==> src/pdc_pkg.sv <==
`default_nettype none
package pdc_pkg;
  // Clock and timing
  localparam int CLK_NS      = 100;
  localparam int REF_INT_NS  = 14000;
  localparam int REF_MAX_NS  = 480;
  localparam int ACC_NS      = 300;
  localparam int REF_INT_CYC = (REF_INT_NS + CLK_NS - 1) / CLK_NS;
  localparam int REF_CYC     = (REF_MAX_NS / CLK_NS < 1) ? 1 : REF_MAX_NS / CLK_NS;
  localparam int ACC_CYC     = (ACC_NS + CLK_NS - 1) / CLK_NS;

  // Array geometry: 64K words of 16 bits, 128K bytes
  localparam int ROW_W       = 8;
  localparam int COL_W       = 7;
  localparam logic [11:0] WIN_PAGES = 12'h020;

  // Register offsets
  localparam logic [7:0] OFF_CTRL   = 8'h00;
  localparam logic [7:0] OFF_BASE   = 8'h04;
  localparam logic [7:0] OFF_IOPORT = 8'h08;
  localparam logic [7:0] OFF_STATUS = 8'h0C;
  localparam logic [7:0] OFF_MASK   = 8'h10;
  localparam logic [7:0] OFF_ERR    = 8'h14;
  localparam logic [7:0] OFF_STATE  = 8'h18;

  // Field positions
  localparam int CTRL_ODD    = 0;
  localparam int ST_PERR     = 0;
  localparam int ST_PROT     = 1;
  localparam int IOP_HIGH    = 4;

  // Reset values
  localparam logic [11:0] BASE_RST   = 12'h000;
  localparam logic [4:0]  IOPORT_RST = 5'h00;
  localparam logic [1:0]  MASK_RST   = 2'h0;

  // I/O port ranges
  localparam logic [3:0] IO_LOW_HI  = 4'h0;
  localparam logic [3:0] IO_HIGH_HI = 4'h4;

  typedef enum logic [1:0] {
    ST_IDLE,
    ST_REFRESH,
    ST_ACCESS,
    ST_DONE
  } pdc_state_t;
endpackage
`default_nettype wire

==> src/pdc_par_if.sv <==
`timescale 1ns/1ps
`default_nettype none
// Parity path between the controller and its parity unit
interface pdc_par_if;
  logic [15:0] data;
  logic        odd;
  logic [1:0]  stored;
  logic [1:0]  gen;
  logic [1:0]  err;
  modport ctl (output data, output odd, output stored, input gen, input err);
  modport unit (input data, input odd, input stored, output gen, output err);
endinterface
`default_nettype wire

==> src/pdc_top.sv <==
// The register addresses and the APB slave port were chosen for this implementation.
`timescale 1ns/1ps
`default_nettype none
module pdc_top
  import pdc_pkg::*;
(
  // APB clock and reset
  input  wire logic        pclk,
  input  wire logic        presetn,
  // APB slave
  input  wire logic        psel,
  input  wire logic        penable,
  input  wire logic        pwrite,
  input  wire logic [7:0]  paddr,
  input  wire logic [31:0] pwdata,
  output logic [31:0]      prdata,
  output logic             pready,
  output logic             pslverr,
  // System bus memory access
  input  wire logic        mem_req,
  input  wire logic        mem_we,
  input  wire logic [23:0] mem_addr,
  input  wire logic [1:0]  mem_be,
  input  wire logic [15:0] mem_wdata,
  output logic             mem_ack,
  output logic [15:0]      mem_rdata,
  // System bus I/O read of error status
  input  wire logic        io_rd,
  input  wire logic [7:0]  io_addr,
  output logic             io_hit,
  output logic [15:0]      io_rdata,
  // DRAM array
  output logic             dram_cyc,
  output logic             dram_refresh,
  output logic             dram_we,
  output logic [1:0]       dram_be,
  output logic             dram_bank,
  output logic [ROW_W-1:0] dram_row,
  output logic [COL_W-1:0] dram_col,
  output logic [17:0]      dram_wdata,
  input  wire logic [17:0] dram_rdata,
  // Board pins
  input  wire logic        mem_protect_n,
  output logic             err_led,
  output logic             irq
);
  pdc_par_if par ();

  pdc_parity u_par (
    .p (par)
  );

  pdc_state_t       st_r;
  logic [7:0]       tmr_r;
  logic             ref_pend_r;
  logic [ROW_W-1:0] ref_row_r;
  logic [2:0]       cnt_r;
  logic             prot_s1_r;
  logic             prot_s2_r;
  logic             odd_r;
  logic [11:0]      base_r;
  logic [4:0]       ioport_r;
  logic [1:0]       status_r;
  logic [1:0]       mask_r;
  logic [10:0]      err_r;
  logic [17:0]      cap_r;
  logic             rd_op_r;
  logic [31:0]      prdata_r;
  logic             pslverr_r;
  logic [15:0]      io_rdata_r;
  logic [11:0]      page_off;
  logic             win_hit;
  logic             blocked;
  logic             start_acc;
  logic             perr_evt;
  logic             prot_evt;
  logic             apb_wr;
  logic             apb_setup;

  // Address window decode on 4K pages
  assign page_off = mem_addr[23:12] - base_r;
  assign win_hit  = (mem_addr[23:12] >= base_r) &&
                    (page_off < WIN_PAGES);
  // Window placement across megabytes is the integrator's job
  assign blocked   = ~prot_s2_r;
  assign start_acc = (st_r == ST_IDLE) && !ref_pend_r && mem_req && win_hit;

  // Parity unit operands: write data at start, captured data on check
  assign par.odd    = odd_r;
  assign par.data   = (st_r == ST_DONE) ? cap_r[15:0] : mem_wdata;
  assign par.stored = cap_r[17:16];

  // Events for the status register
  // Read flag is taken at acceptance, so a pin change mid-cycle is harmless
  assign perr_evt = (st_r == ST_DONE) && rd_op_r &&
                    (|(par.err & dram_be));
  assign prot_evt = start_acc && blocked;

  // Protect pin synchroniser
  always_ff @(posedge pclk or negedge presetn) begin
    if (!presetn) begin
      prot_s1_r <= 1'b1;
      prot_s2_r <= 1'b1;
    end else begin
      prot_s1_r <= mem_protect_n;
      prot_s2_r <= prot_s1_r;
    end
  end

  // Refresh interval timer; pending flag survives a busy host cycle
  always_ff @(posedge pclk or negedge presetn) begin
    if (!presetn) begin
      tmr_r      <= 8'h00;
      ref_pend_r <= 1'b0;
    end else begin
      if (tmr_r == 8'(REF_INT_CYC - 1)) begin
        tmr_r      <= 8'h00;
        ref_pend_r <= 1'b1;
      end else begin
        tmr_r <= tmr_r + 8'h01;
        if (st_r == ST_IDLE && ref_pend_r) begin
          ref_pend_r <= 1'b0;
        end
      end
    end
  end

  // Array sequencer; refresh wins when both are waiting
  always_ff @(posedge pclk or negedge presetn) begin
    if (!presetn) begin
      st_r      <= ST_IDLE;
      cnt_r     <= 3'h0;
      ref_row_r <= '0;
    end else begin
      case (st_r)
        ST_IDLE: begin
          cnt_r <= 3'h0;
          if (ref_pend_r) begin
            st_r <= ST_REFRESH;
          end else if (start_acc) begin
            st_r <= blocked ? ST_DONE : ST_ACCESS;
          end
        end
        ST_REFRESH: begin
          cnt_r <= cnt_r + 3'h1;
          if (cnt_r == 3'(REF_CYC - 1)) begin
            st_r      <= ST_IDLE;
            ref_row_r <= ref_row_r + 1'b1;
          end
        end
        ST_ACCESS: begin
          cnt_r <= cnt_r + 3'h1;
          if (cnt_r == 3'(ACC_CYC - 1)) begin
            st_r <= ST_DONE;
          end
        end
        default: begin
          st_r <= ST_IDLE;
        end
      endcase
    end
  end

  // Array drive, latched when a host access is accepted
  always_ff @(posedge pclk or negedge presetn) begin
    if (!presetn) begin
      dram_we    <= 1'b0;
      dram_be    <= 2'h0;
      dram_bank  <= 1'b0;
      dram_col   <= '0;
      dram_wdata <= 18'h00000;
      rd_op_r    <= 1'b0;
    end else if (start_acc) begin
      dram_we    <= mem_we && !blocked;
      dram_be    <= mem_be;
      dram_bank  <= page_off[4];
      dram_col   <= mem_addr[7:1];
      dram_wdata <= {par.gen, mem_wdata};
      rd_op_r    <= !mem_we && !blocked;
    end
  end

  // Row comes from the refresh counter during refresh
  always_ff @(posedge pclk or negedge presetn) begin
    if (!presetn) begin
      dram_row <= '0;
    end else if (st_r == ST_IDLE && ref_pend_r) begin
      dram_row <= ref_row_r;
    end else if (start_acc) begin
      dram_row <= {page_off[3:0], mem_addr[11:8]};
    end
  end

  // Cycle strobes follow the sequencer state
  assign dram_cyc     = (st_r == ST_REFRESH) || (st_r == ST_ACCESS);
  assign dram_refresh = (st_r == ST_REFRESH);

  // Read data capture at the end of the access
  always_ff @(posedge pclk or negedge presetn) begin
    if (!presetn) begin
      cap_r <= 18'h00000;
    end else if (st_r == ST_ACCESS && cnt_r == 3'(ACC_CYC - 1)) begin
      cap_r <= dram_rdata;
    end else if (start_acc) begin
      cap_r <= 18'h00000;                       // Blocked reads return zero
    end
  end

  // Host answer: acknowledge withheld until the sequencer finishes
  assign mem_ack   = (st_r == ST_DONE);
  assign mem_rdata = cap_r[15:0];

  // Error capture: row, bank and failing lanes
  always_ff @(posedge pclk or negedge presetn) begin
    if (!presetn) begin
      err_r <= 11'h000;
    end else if (perr_evt) begin
      err_r <= {par.err & dram_be, dram_bank, dram_row};
    end
  end

  // Sticky status; a new event beats a same-cycle clear
  always_ff @(posedge pclk or negedge presetn) begin
    if (!presetn) begin
      status_r <= 2'h0;
    end else begin
      status_r[ST_PERR] <= perr_evt ||
        (status_r[ST_PERR] && !(apb_wr && paddr == OFF_STATUS &&
                                pwdata[ST_PERR]));
      status_r[ST_PROT] <= prot_evt ||
        (status_r[ST_PROT] && !(apb_wr && paddr == OFF_STATUS &&
                                pwdata[ST_PROT]));
    end
  end

  assign irq     = |(status_r & mask_r);
  assign err_led = status_r[ST_PERR];

  // APB control registers
  assign apb_setup = psel && !penable;
  assign apb_wr    = psel && penable && pwrite;
  assign pready    = 1'b1;

  always_ff @(posedge pclk or negedge presetn) begin
    if (!presetn) begin
      odd_r    <= 1'b0;
      base_r   <= BASE_RST;
      ioport_r <= IOPORT_RST;
      mask_r   <= MASK_RST;
    end else if (apb_wr) begin
      if (paddr == OFF_CTRL) begin
        odd_r <= pwdata[CTRL_ODD];
      end else if (paddr == OFF_BASE) begin
        base_r <= pwdata[11:0];
      end else if (paddr == OFF_IOPORT) begin
        ioport_r <= pwdata[4:0];
      end else if (paddr == OFF_MASK) begin
        mask_r <= pwdata[1:0];
      end
    end
  end

  // Read data registered in the setup cycle so the access ends at once
  always_ff @(posedge pclk or negedge presetn) begin
    if (!presetn) begin
      prdata_r  <= 32'h00000000;
      pslverr_r <= 1'b0;
    end else if (apb_setup) begin
      pslverr_r <= 1'b0;
      if (paddr == OFF_CTRL) begin
        prdata_r <= {31'h00000000, odd_r};
      end else if (paddr == OFF_BASE) begin
        prdata_r <= {20'h00000, base_r};
      end else if (paddr == OFF_IOPORT) begin
        prdata_r <= {27'h0000000, ioport_r};
      end else if (paddr == OFF_STATUS) begin
        prdata_r <= {30'h00000000, status_r};
      end else if (paddr == OFF_MASK) begin
        prdata_r <= {30'h00000000, mask_r};
      end else if (paddr == OFF_ERR) begin
        prdata_r <= {21'h000000, err_r};
      end else if (paddr == OFF_STATE) begin
        prdata_r <= {27'h0000000, ref_pend_r, st_r, prot_s2_r, odd_r};
      end else begin
        prdata_r  <= 32'h00000000;
        pslverr_r <= 1'b1;
      end
    end
  end

  assign prdata  = prdata_r;
  assign pslverr = pslverr_r;

  // System-bus I/O port; only the low nibble is free inside a range
  assign io_hit = io_rd && (io_addr[3:0] == ioport_r[3:0]) &&
                  (io_addr[7:4] == (ioport_r[IOP_HIGH] ? IO_HIGH_HI
                                                       : IO_LOW_HI));

  always_ff @(posedge pclk or negedge presetn) begin
    if (!presetn) begin
      io_rdata_r <= 16'h0000;
    end else if (io_hit) begin
      io_rdata_r <= {5'h00, err_r};
    end
  end

  assign io_rdata = io_rdata_r;
endmodule
`default_nettype wire

==> src/pdc_parity.sv <==
`timescale 1ns/1ps
`default_nettype none
module pdc_parity (
  pdc_par_if.unit p
);
  // One parity bit per byte; odd sense inverts it
  function automatic logic byte_par(input logic [7:0] b, input logic odd);
    byte_par = (^b) ^ odd;
  endfunction

  // Generation for writes
  assign p.gen[0] = byte_par(p.data[7:0], p.odd);
  assign p.gen[1] = byte_par(p.data[15:8], p.odd);

  // Recompute on reads and compare with stored bits
  assign p.err[0] = byte_par(p.data[7:0], p.odd) != p.stored[0];
  assign p.err[1] = byte_par(p.data[15:8], p.odd) != p.stored[1];
endmodule
`default_nettype wire

==> config.mk <==
export PLATFORM = sky130hd
export DESIGN_NAME = pdc_top
export DESIGN_NICKNAME = d
export VERILOG_FILES = /design/src/pdc_pkg.sv /design/src/pdc_par_if.sv /design/src/pdc_top.sv /design/src/pdc_parity.sv
export SDC_FILE = /design/constraint.sdc
export NUM_CORES = 1
export LEC_CHECK = 0
export ABC_AREA = 1
export BUFFER_PORTS_ARGS = -buffer_cell sky130_fd_sc_hd__buf_2
export CAP_MARGIN = 20
export CORE_AREA = 2 2 134 136
export CTS_BUF_LIST = sky130_fd_sc_hd__clkbuf_4
export CTS_CLUSTER_SIZE = 30
export DETAILED_ROUTE_END_ITERATION = 8
export DIE_AREA = 0 0 136 138
export PLACE_DENSITY = 0.67
export RECOVER_POWER = 25
export SYNTH_ARGS = -nofsm -noshare
export SYNTH_HDL_FRONTEND = slang
export SYNTH_HIERARCHICAL = 1
export SYNTH_SLANG_ARGS = --single-unit
==> constraint.sdc <==
create_clock -name pclk -period 8.5 [get_ports pclk]
set_clock_uncertainty 0.2 [all_clocks]
set_input_delay 1.7 -clock pclk [delete_from_list [all_inputs] [get_ports pclk]]
set_output_delay 1.7 -clock pclk [all_outputs]
set_load 0.01 [all_outputs]
==> impl_metrics.ini, run 1 <==
[placed_design]
hpwl_mm = 13.9
numPortBuffers = 178
gp_congestion = 0.878

[clocking]
clk_latency_ps = 550
cts_max_level = 4
cts.sinks = 137
cts_inserted_buffers = 17
cts_resized = 0
clk_path_buf_depth = 2
cts_tree = done
cts-root-buf = clkbuf_4
ctsHoldBuffers = 0
clk_pin_slew_worst_paths_ps = 130
cts_post_setup_buffers_inserted = 0

[floorplanning]
io_pins = 226
die_y_um = 138
chipWidth_um = 136
rows = 49
fp.coreArea_sq_mm = 0.0175
start_util_pct = 43.5
die_area_sq_mm = 0.0188

[sta]
slew_headroom_pct = -192
drv_slew = 82
fmax_mhz = 186
worst_pin_slew_ps = 4380
hold_viol_final = 0
setup_viol = 0
fin_tns_setup_ps = 0
fin_crit_sh_pct = 63.2
rsz0062_at_grt = no
min_period_ps = 5370

[synthesis]
synth_edf_count = 0
yosysWarnings = 6
yosysSeqAreaShare_pct = 44.9
synth_cells = 1003
ys.flop_type = dfrtp_1
synth_seq_cells = 137
synth_area_per_cell_sq_um = 7.61
synth_cell_type_count = 39
async_flop_share_pct = 100
synth_area_sq_mm = 0.00764

[critical_path]
setup.worst_path.start_class = input port
max_stage_delay_ps = 3020
critical_path.cell_chain = clkbuf_1, buf_4
crit_fanout = 81
cp.arrival_ps = 5770
critPathTopFamily = buffers and inverters
path_class = in2async
cp.required_ps = 8900
cpMaxStageDelayCell = clkbuf_1
path_buf_inv = 2
worst_setup_path_end_kind = asynchronous set/reset pin

[detailed_routing]
dr.first_iter.drc_count = 396
vias_per_cell = 4.73
num_vias = 6640
routedWlPerCell_um = 13.0
drt-total-wl_mm = 18.3
first_pass_iters = 5
postRouteAntennaNets = 0
drc = 0

[global_routing]
grt_pass1_vias = 6018
track_usage_pct = 19.7
antenna_found_initial = 1
grt_max_degree = 82
grt.overflow.total = 0
grt_pass1_wl_mm = 29.2

[pwr]
p_leak_nw = 5.09
vdd_ir_drop_max_v = 0.000127
design_power_total_mw = 1.75
powerDensity_mw_per_mm2 = 198

[outcome]
status = complete, but fails checks
violations = max-capacitance violations, max-slew violations

[final_layout]
drive_gt1_share_pct = 20.8
layout_common_cells = nand2_1, inv_1, buf_2
layout_commonest_cell = nand2_1
final_nets = 1301
area_growth_pct = 15.4

[job]
maxCapViolations = 1

[worst_hold_path]
hp-class = reg2reg
## final cells by class
type / count / area (sq um)
tap: 229 / 287
fill: 1776 / 8720
multi-input combinational: 637 / 3150
sequential: 137 / 3430
clock buffer: 18 / 135
antenna: 1 / 2.50
clock inverter: 14 / 189
inverter: 186 / 698
timing repair buffer: 182 / 927
## cell families (layout without fill, tap and decap cells)
family,count (synthesis),count (layout),synth area share [%]
AOI/OAI and AO/OA,162,162,12.1
xor gates and xnor gates,16,16,1.84
adders and majority gates,23,23,3.87
buffers and inverters,253,400,15.2
DFF,137,137,44.9
other,2,27,0.0983
and+or+nand+nor,410,410,22.0
## sequential cells by signal (all words and copies together) (netlist names), 2 cells and up
| name | cells |
|---|---|
| base_r | 12 |
| cap_r | 18 |
| cnt_r | 3 |
| dram_be | 2 |
| dram_col | 7 |
| dram_row | 8 |
| dram_wdata | 18 |
| err_r | 11 |
| io_rdata | 11 |
| ioport_r | 5 |
| mask_r | 2 |
| prdata | 12 |
| ref_row_r | 8 |
| st_r | 2 |
| status_r | 2 |
| tmr_r | 8 |
## per-layer routing
metal / routed length [um] / share of wire [%] / vias up / GRT usage, %
met5: 0 / 0 / - / 0
met4: 303 / 1.7 / 0 / 5.92
met3: 847 / 4.6 / 19 / 4.11
met2: 9050 / 50 / 171 / 33.4
met1: 8070 / 44 / 3062 / 25.2
li1: - / - / 3388 / -
## Yosys cell counts, drive strengths merged, types with 2 or more instances
library cell	n	share of area, %
nor2	65	3.2
nand4	7	0.66
ha	22	3.6
inv	184	9.0
nand3	56	3.7
conb	2	0.098
buf	54	5.4
a221oi	5	0.57
clkinv	2	0.098
nor3	5	0.33
xor2	15	1.7
clkbuf	13	0.64
nor4	3	0.25
nand3b	2	0.20
dfrtp	135	44
dfstp	2	0.69
nand2	271	14
a31oi	2	0.16
o21ai	113	8.1
o22ai	13	1.1
a21oi	22	1.5
## power breakdown
| part | internal [mW] | leakage (nW) | switching, mW |
|---|---|---|---|
| Sequential | 0.719 | 1.74 | 0.0522 |
| Combinational | 0.186 | 3.18 | 0.310 |
| Clock | 0.215 | 0.167 | 0.263 |
| Total | 1.12 | 5.09 | 0.626 |
## metrics by stage
stage	utilization, %	setup slack (ps)	std cells	cell area, sq um	hold slack (ps)
after CTS	50.2	3480	1402	8800	167
after floorplan	-	4120	1027	7730	145
after detailed placement	48.4	3340	1370	8480	148
after global routing	50.3	2270	1404	8810	175
final	50.3	3130	1404	8810	167
after global placement	48.4	3360	1370	8480	145
## final timing paths
path,startpoint,to,slack [ps],cells after the start
hold / removal,prot_s1_r$_DFF_PN1_,prot_s2_r$_DFF_PN1_,170,0
hold reg to reg,prot_s1_r$_DFF_PN1_,prot_s2_r$_DFF_PN1_,170,0
setup / recovery,presetn,dram_wdata[11]$_DFFE_PN0P_,3130,2
min in group asynchronous,presetn,dram_col[2]$_DFFE_PN0P_,2500,1
max in group pclk,io_addr[0],io_hit,3510,6
setup reg to reg,base_r[0]$_DFFE_PN0P_,dram_row[5]$_DFFE_PN0P_,4830,17
Note: power is estimated with default switching activity, not from simulation.
==> run 2, diff against run 1 <==
--- a/config.mk
+++ b/config.mk
@@ -5,15 +5,15 @@
 export SDC_FILE = /design/constraint.sdc
 export NUM_CORES = 1
 export LEC_CHECK = 0
-export ABC_AREA = 1
+export ABC_AREA = 0
 export BUFFER_PORTS_ARGS = -buffer_cell sky130_fd_sc_hd__buf_2
 export CAP_MARGIN = 20
-export CORE_AREA = 2 2 134 136
+export CORE_AREA = 2 2 131 133
 export CTS_BUF_LIST = sky130_fd_sc_hd__clkbuf_4
 export CTS_CLUSTER_SIZE = 30
 export DETAILED_ROUTE_END_ITERATION = 8
-export DIE_AREA = 0 0 136 138
-export PLACE_DENSITY = 0.67
+export DIE_AREA = 0 0 133 135
+export PLACE_DENSITY = 0.7
 export RECOVER_POWER = 25
 export SYNTH_ARGS = -nofsm -noshare
 export SYNTH_HDL_FRONTEND = slang
==> constraint.sdc (replaced) <==
create_clock -name pclk -period 4.5 [get_ports pclk]
set_clock_uncertainty 0.2 [all_clocks]
set_input_delay 0.9 -clock pclk [delete_from_list [all_inputs] [get_ports pclk]]
set_output_delay 0.9 -clock pclk [all_outputs]
set_load 0.01 [all_outputs]
==> impl_metrics.ini, run 2 <==
[pwr]
p_leak_nw = 4.41
vdd_ir_drop_max_v = 0.000368
design_power_total_mw = 3.53
powerDensity_mw_per_mm2 = 415

[critical_path]
setup.worst_path.start_class = input port
path_buf_inv = 3
max_stage_delay_ps = 400
cp.required_ps = 4710
cpMaxStageDelayCell = fa_1
critPathTopFamily = simple AND/OR/NAND/NOR gates
worst_setup_path_end_kind = flop
cp.arrival_ps = 3890
path_class = in2reg
crit_fanout = 51
critical_path.cell_chain = buf_2, inv_1, ha_1, fa_1, nand2b_1, a21oi_1, nor2_1, a2111oi_0, nand4_1, nor3_4, buf_12, mux2_2

[placed_design]
numPortBuffers = 178
placed_cell_area_sq_mm = 0.00817
gp_congestion = 0.929
hpwl_mm = 12.8

[synthesis]
synth.top_cell.area_share_pct = 46.4
synth_top_cell_by_area = dfrtp_1
ys.flop_type = dfrtp_1
synth.area.top_cells = dfrtp_1, mux2_2, nand2_1
ys_top_cells_by_count = dfrtp_1, nand2_1, mux2_2
yosysSeqAreaShare_pct = 47.1
synth_cells = 694
async_flop_share_pct = 100
yosysWarnings = 6
synth_cell_type_count = 58
synth_edf_count = 0
synth_area_sq_mm = 0.00728
yosysMostFrequentCell = dfrtp_1
synth_seq_cells = 137
synth_area_per_cell_sq_um = 10.5

[detailed_routing]
vias_per_cell = 5.07
postRouteAntennaNets = 0
routedWlPerCell_um = 15.7
drt-total-wl_mm = 17.1
num_vias = 5509
dr.first_iter.drc_count = 456
first_pass_iters = 7
drc = 0

[worst_hold_path]
hp-class = reg2reg

[floorplanning]
rows = 47
die_area_sq_mm = 0.0180
die_y_um = 135
start_util_pct = 44.4
io_pins = 226
chipWidth_um = 133
fp.coreArea_sq_mm = 0.0164

[final_layout]
area_growth_pct = 17.0
utilization_pct = 51.9
layout_commonest_cell = buf_2
final_cell_area_sq_mm = 0.00852
layout_common_cells = buf_2, dfrtp_1, nand2_1
top_regs = cap_r (18), dram_wdata (18)
drive_gt1_share_pct = 35.1
final_nets = 992

[global_routing]
track_usage_pct = 19.3
grt_pass1_wl_mm = 27.1
antenna_found_initial = 2
grt_max_degree = 105
grt.overflow.total = 0
grt_pass1_vias = 5269

[clocking]
cts_post_setup_buffers_inserted = 0
cts-root-buf = clkbuf_4
clk_pin_slew_worst_paths_ps = 120
ctsHoldBuffers = 0
clk_path_buf_depth = 2
clk_latency_ps = 540
cts_max_level = 4
cts.sinks = 137
cts_resized = 0
cts_inserted_buffers = 17
cts_tree = done

[sta]
min_period_ps = 3670
hold_ws_ps = 163
fin_tns_setup_ps = 0
fmax_mhz = 272
setup_viol = 0
slew_headroom_pct = -67.6
drv_slew = 105
worst_pin_slew_ps = 2510
fin_crit_sh_pct = 81.6
hold_viol_final = 0
rsz0062_at_grt = no

[job]
maxCapViolations = 1

[outcome]
status = complete, but fails checks
violations = max-capacitance violations, max-slew violations
run 2: power by group:
part / total [mW] / switching, mW / internal, mW / leakage (nW)
Clock: 0.969 / 0.470 / 0.499 / 0.182
Combinational: 1.06 / 0.553 / 0.502 / 2.41
Sequential: 1.51 / 0.128 / 1.38 / 1.81
Total: 3.53 / 1.15 / 2.38 / 4.41
run 2: area by class of cell:
type                       instances  area, sq um
clock buffer                      17          128
sequential                       137         3430
timing repair buffer             185          956
inverter                          27          101
clock inverter                    15          224
fill                            1522         7890
multi-input combinational        484         3400
antenna                            1         2.50
tap                              220          275
run 2: worst paths after layout:
check,start,endpoint,slack [ps],depth (start not counted)
worst max-delay path,mem_addr[12],dram_wdata[7]$_DFFE_PN0P_,830,12
worst min-delay path,prot_s1_r$_DFF_PN1_,prot_s2_r$_DFF_PN1_,160,0
worst max register to register,base_r[0]$_DFFE_PN0P_,dram_wdata[7]$_DFFE_PN0P_,830,10
worst min register to register,prot_s1_r$_DFF_PN1_,prot_s2_r$_DFF_PN1_,160,0
max in group asynchronous,presetn,base_r[3]$_DFFE_PN0P_,1710,1
min in group asynchronous,presetn,dram_wdata[4]$_DFFE_PN0P_,930,1
run 2: kinds of logic (layout without fill, tap and decap cells):
group / count (synthesis) / count (layout) / synth area share [%]
AND/OR/NAND/NOR: 211 / 211 / 13.4
multiplexers: 84 / 84 / 13.0
buffers and inverters: 97 / 244 / 7.59
XOR/XNOR: 35 / 35 / 5.17
flip-flops: 137 / 137 / 47.1
adder cells (fa/ha/maj): 23 / 23 / 4.05
AO/OA/AOI/OAI: 105 / 105 / 9.59
other: 2 / 27 / 0.103
run 2: routing by layer:
metal / track usage [%] / wire length (um)
met5: 0 / 13
met1: 26.2 / 7720
met2: 29.6 / 7600
met3: 6.23 / 1510
met4: 5.85 / 256
run 2: per-stage QoR:
step                cells  setup WS [ps]
floorplan             718            769
CTS                  1085            842
finish               1086            829
global route         1085            611
detailed placement   1053            286
global placement     1053            304
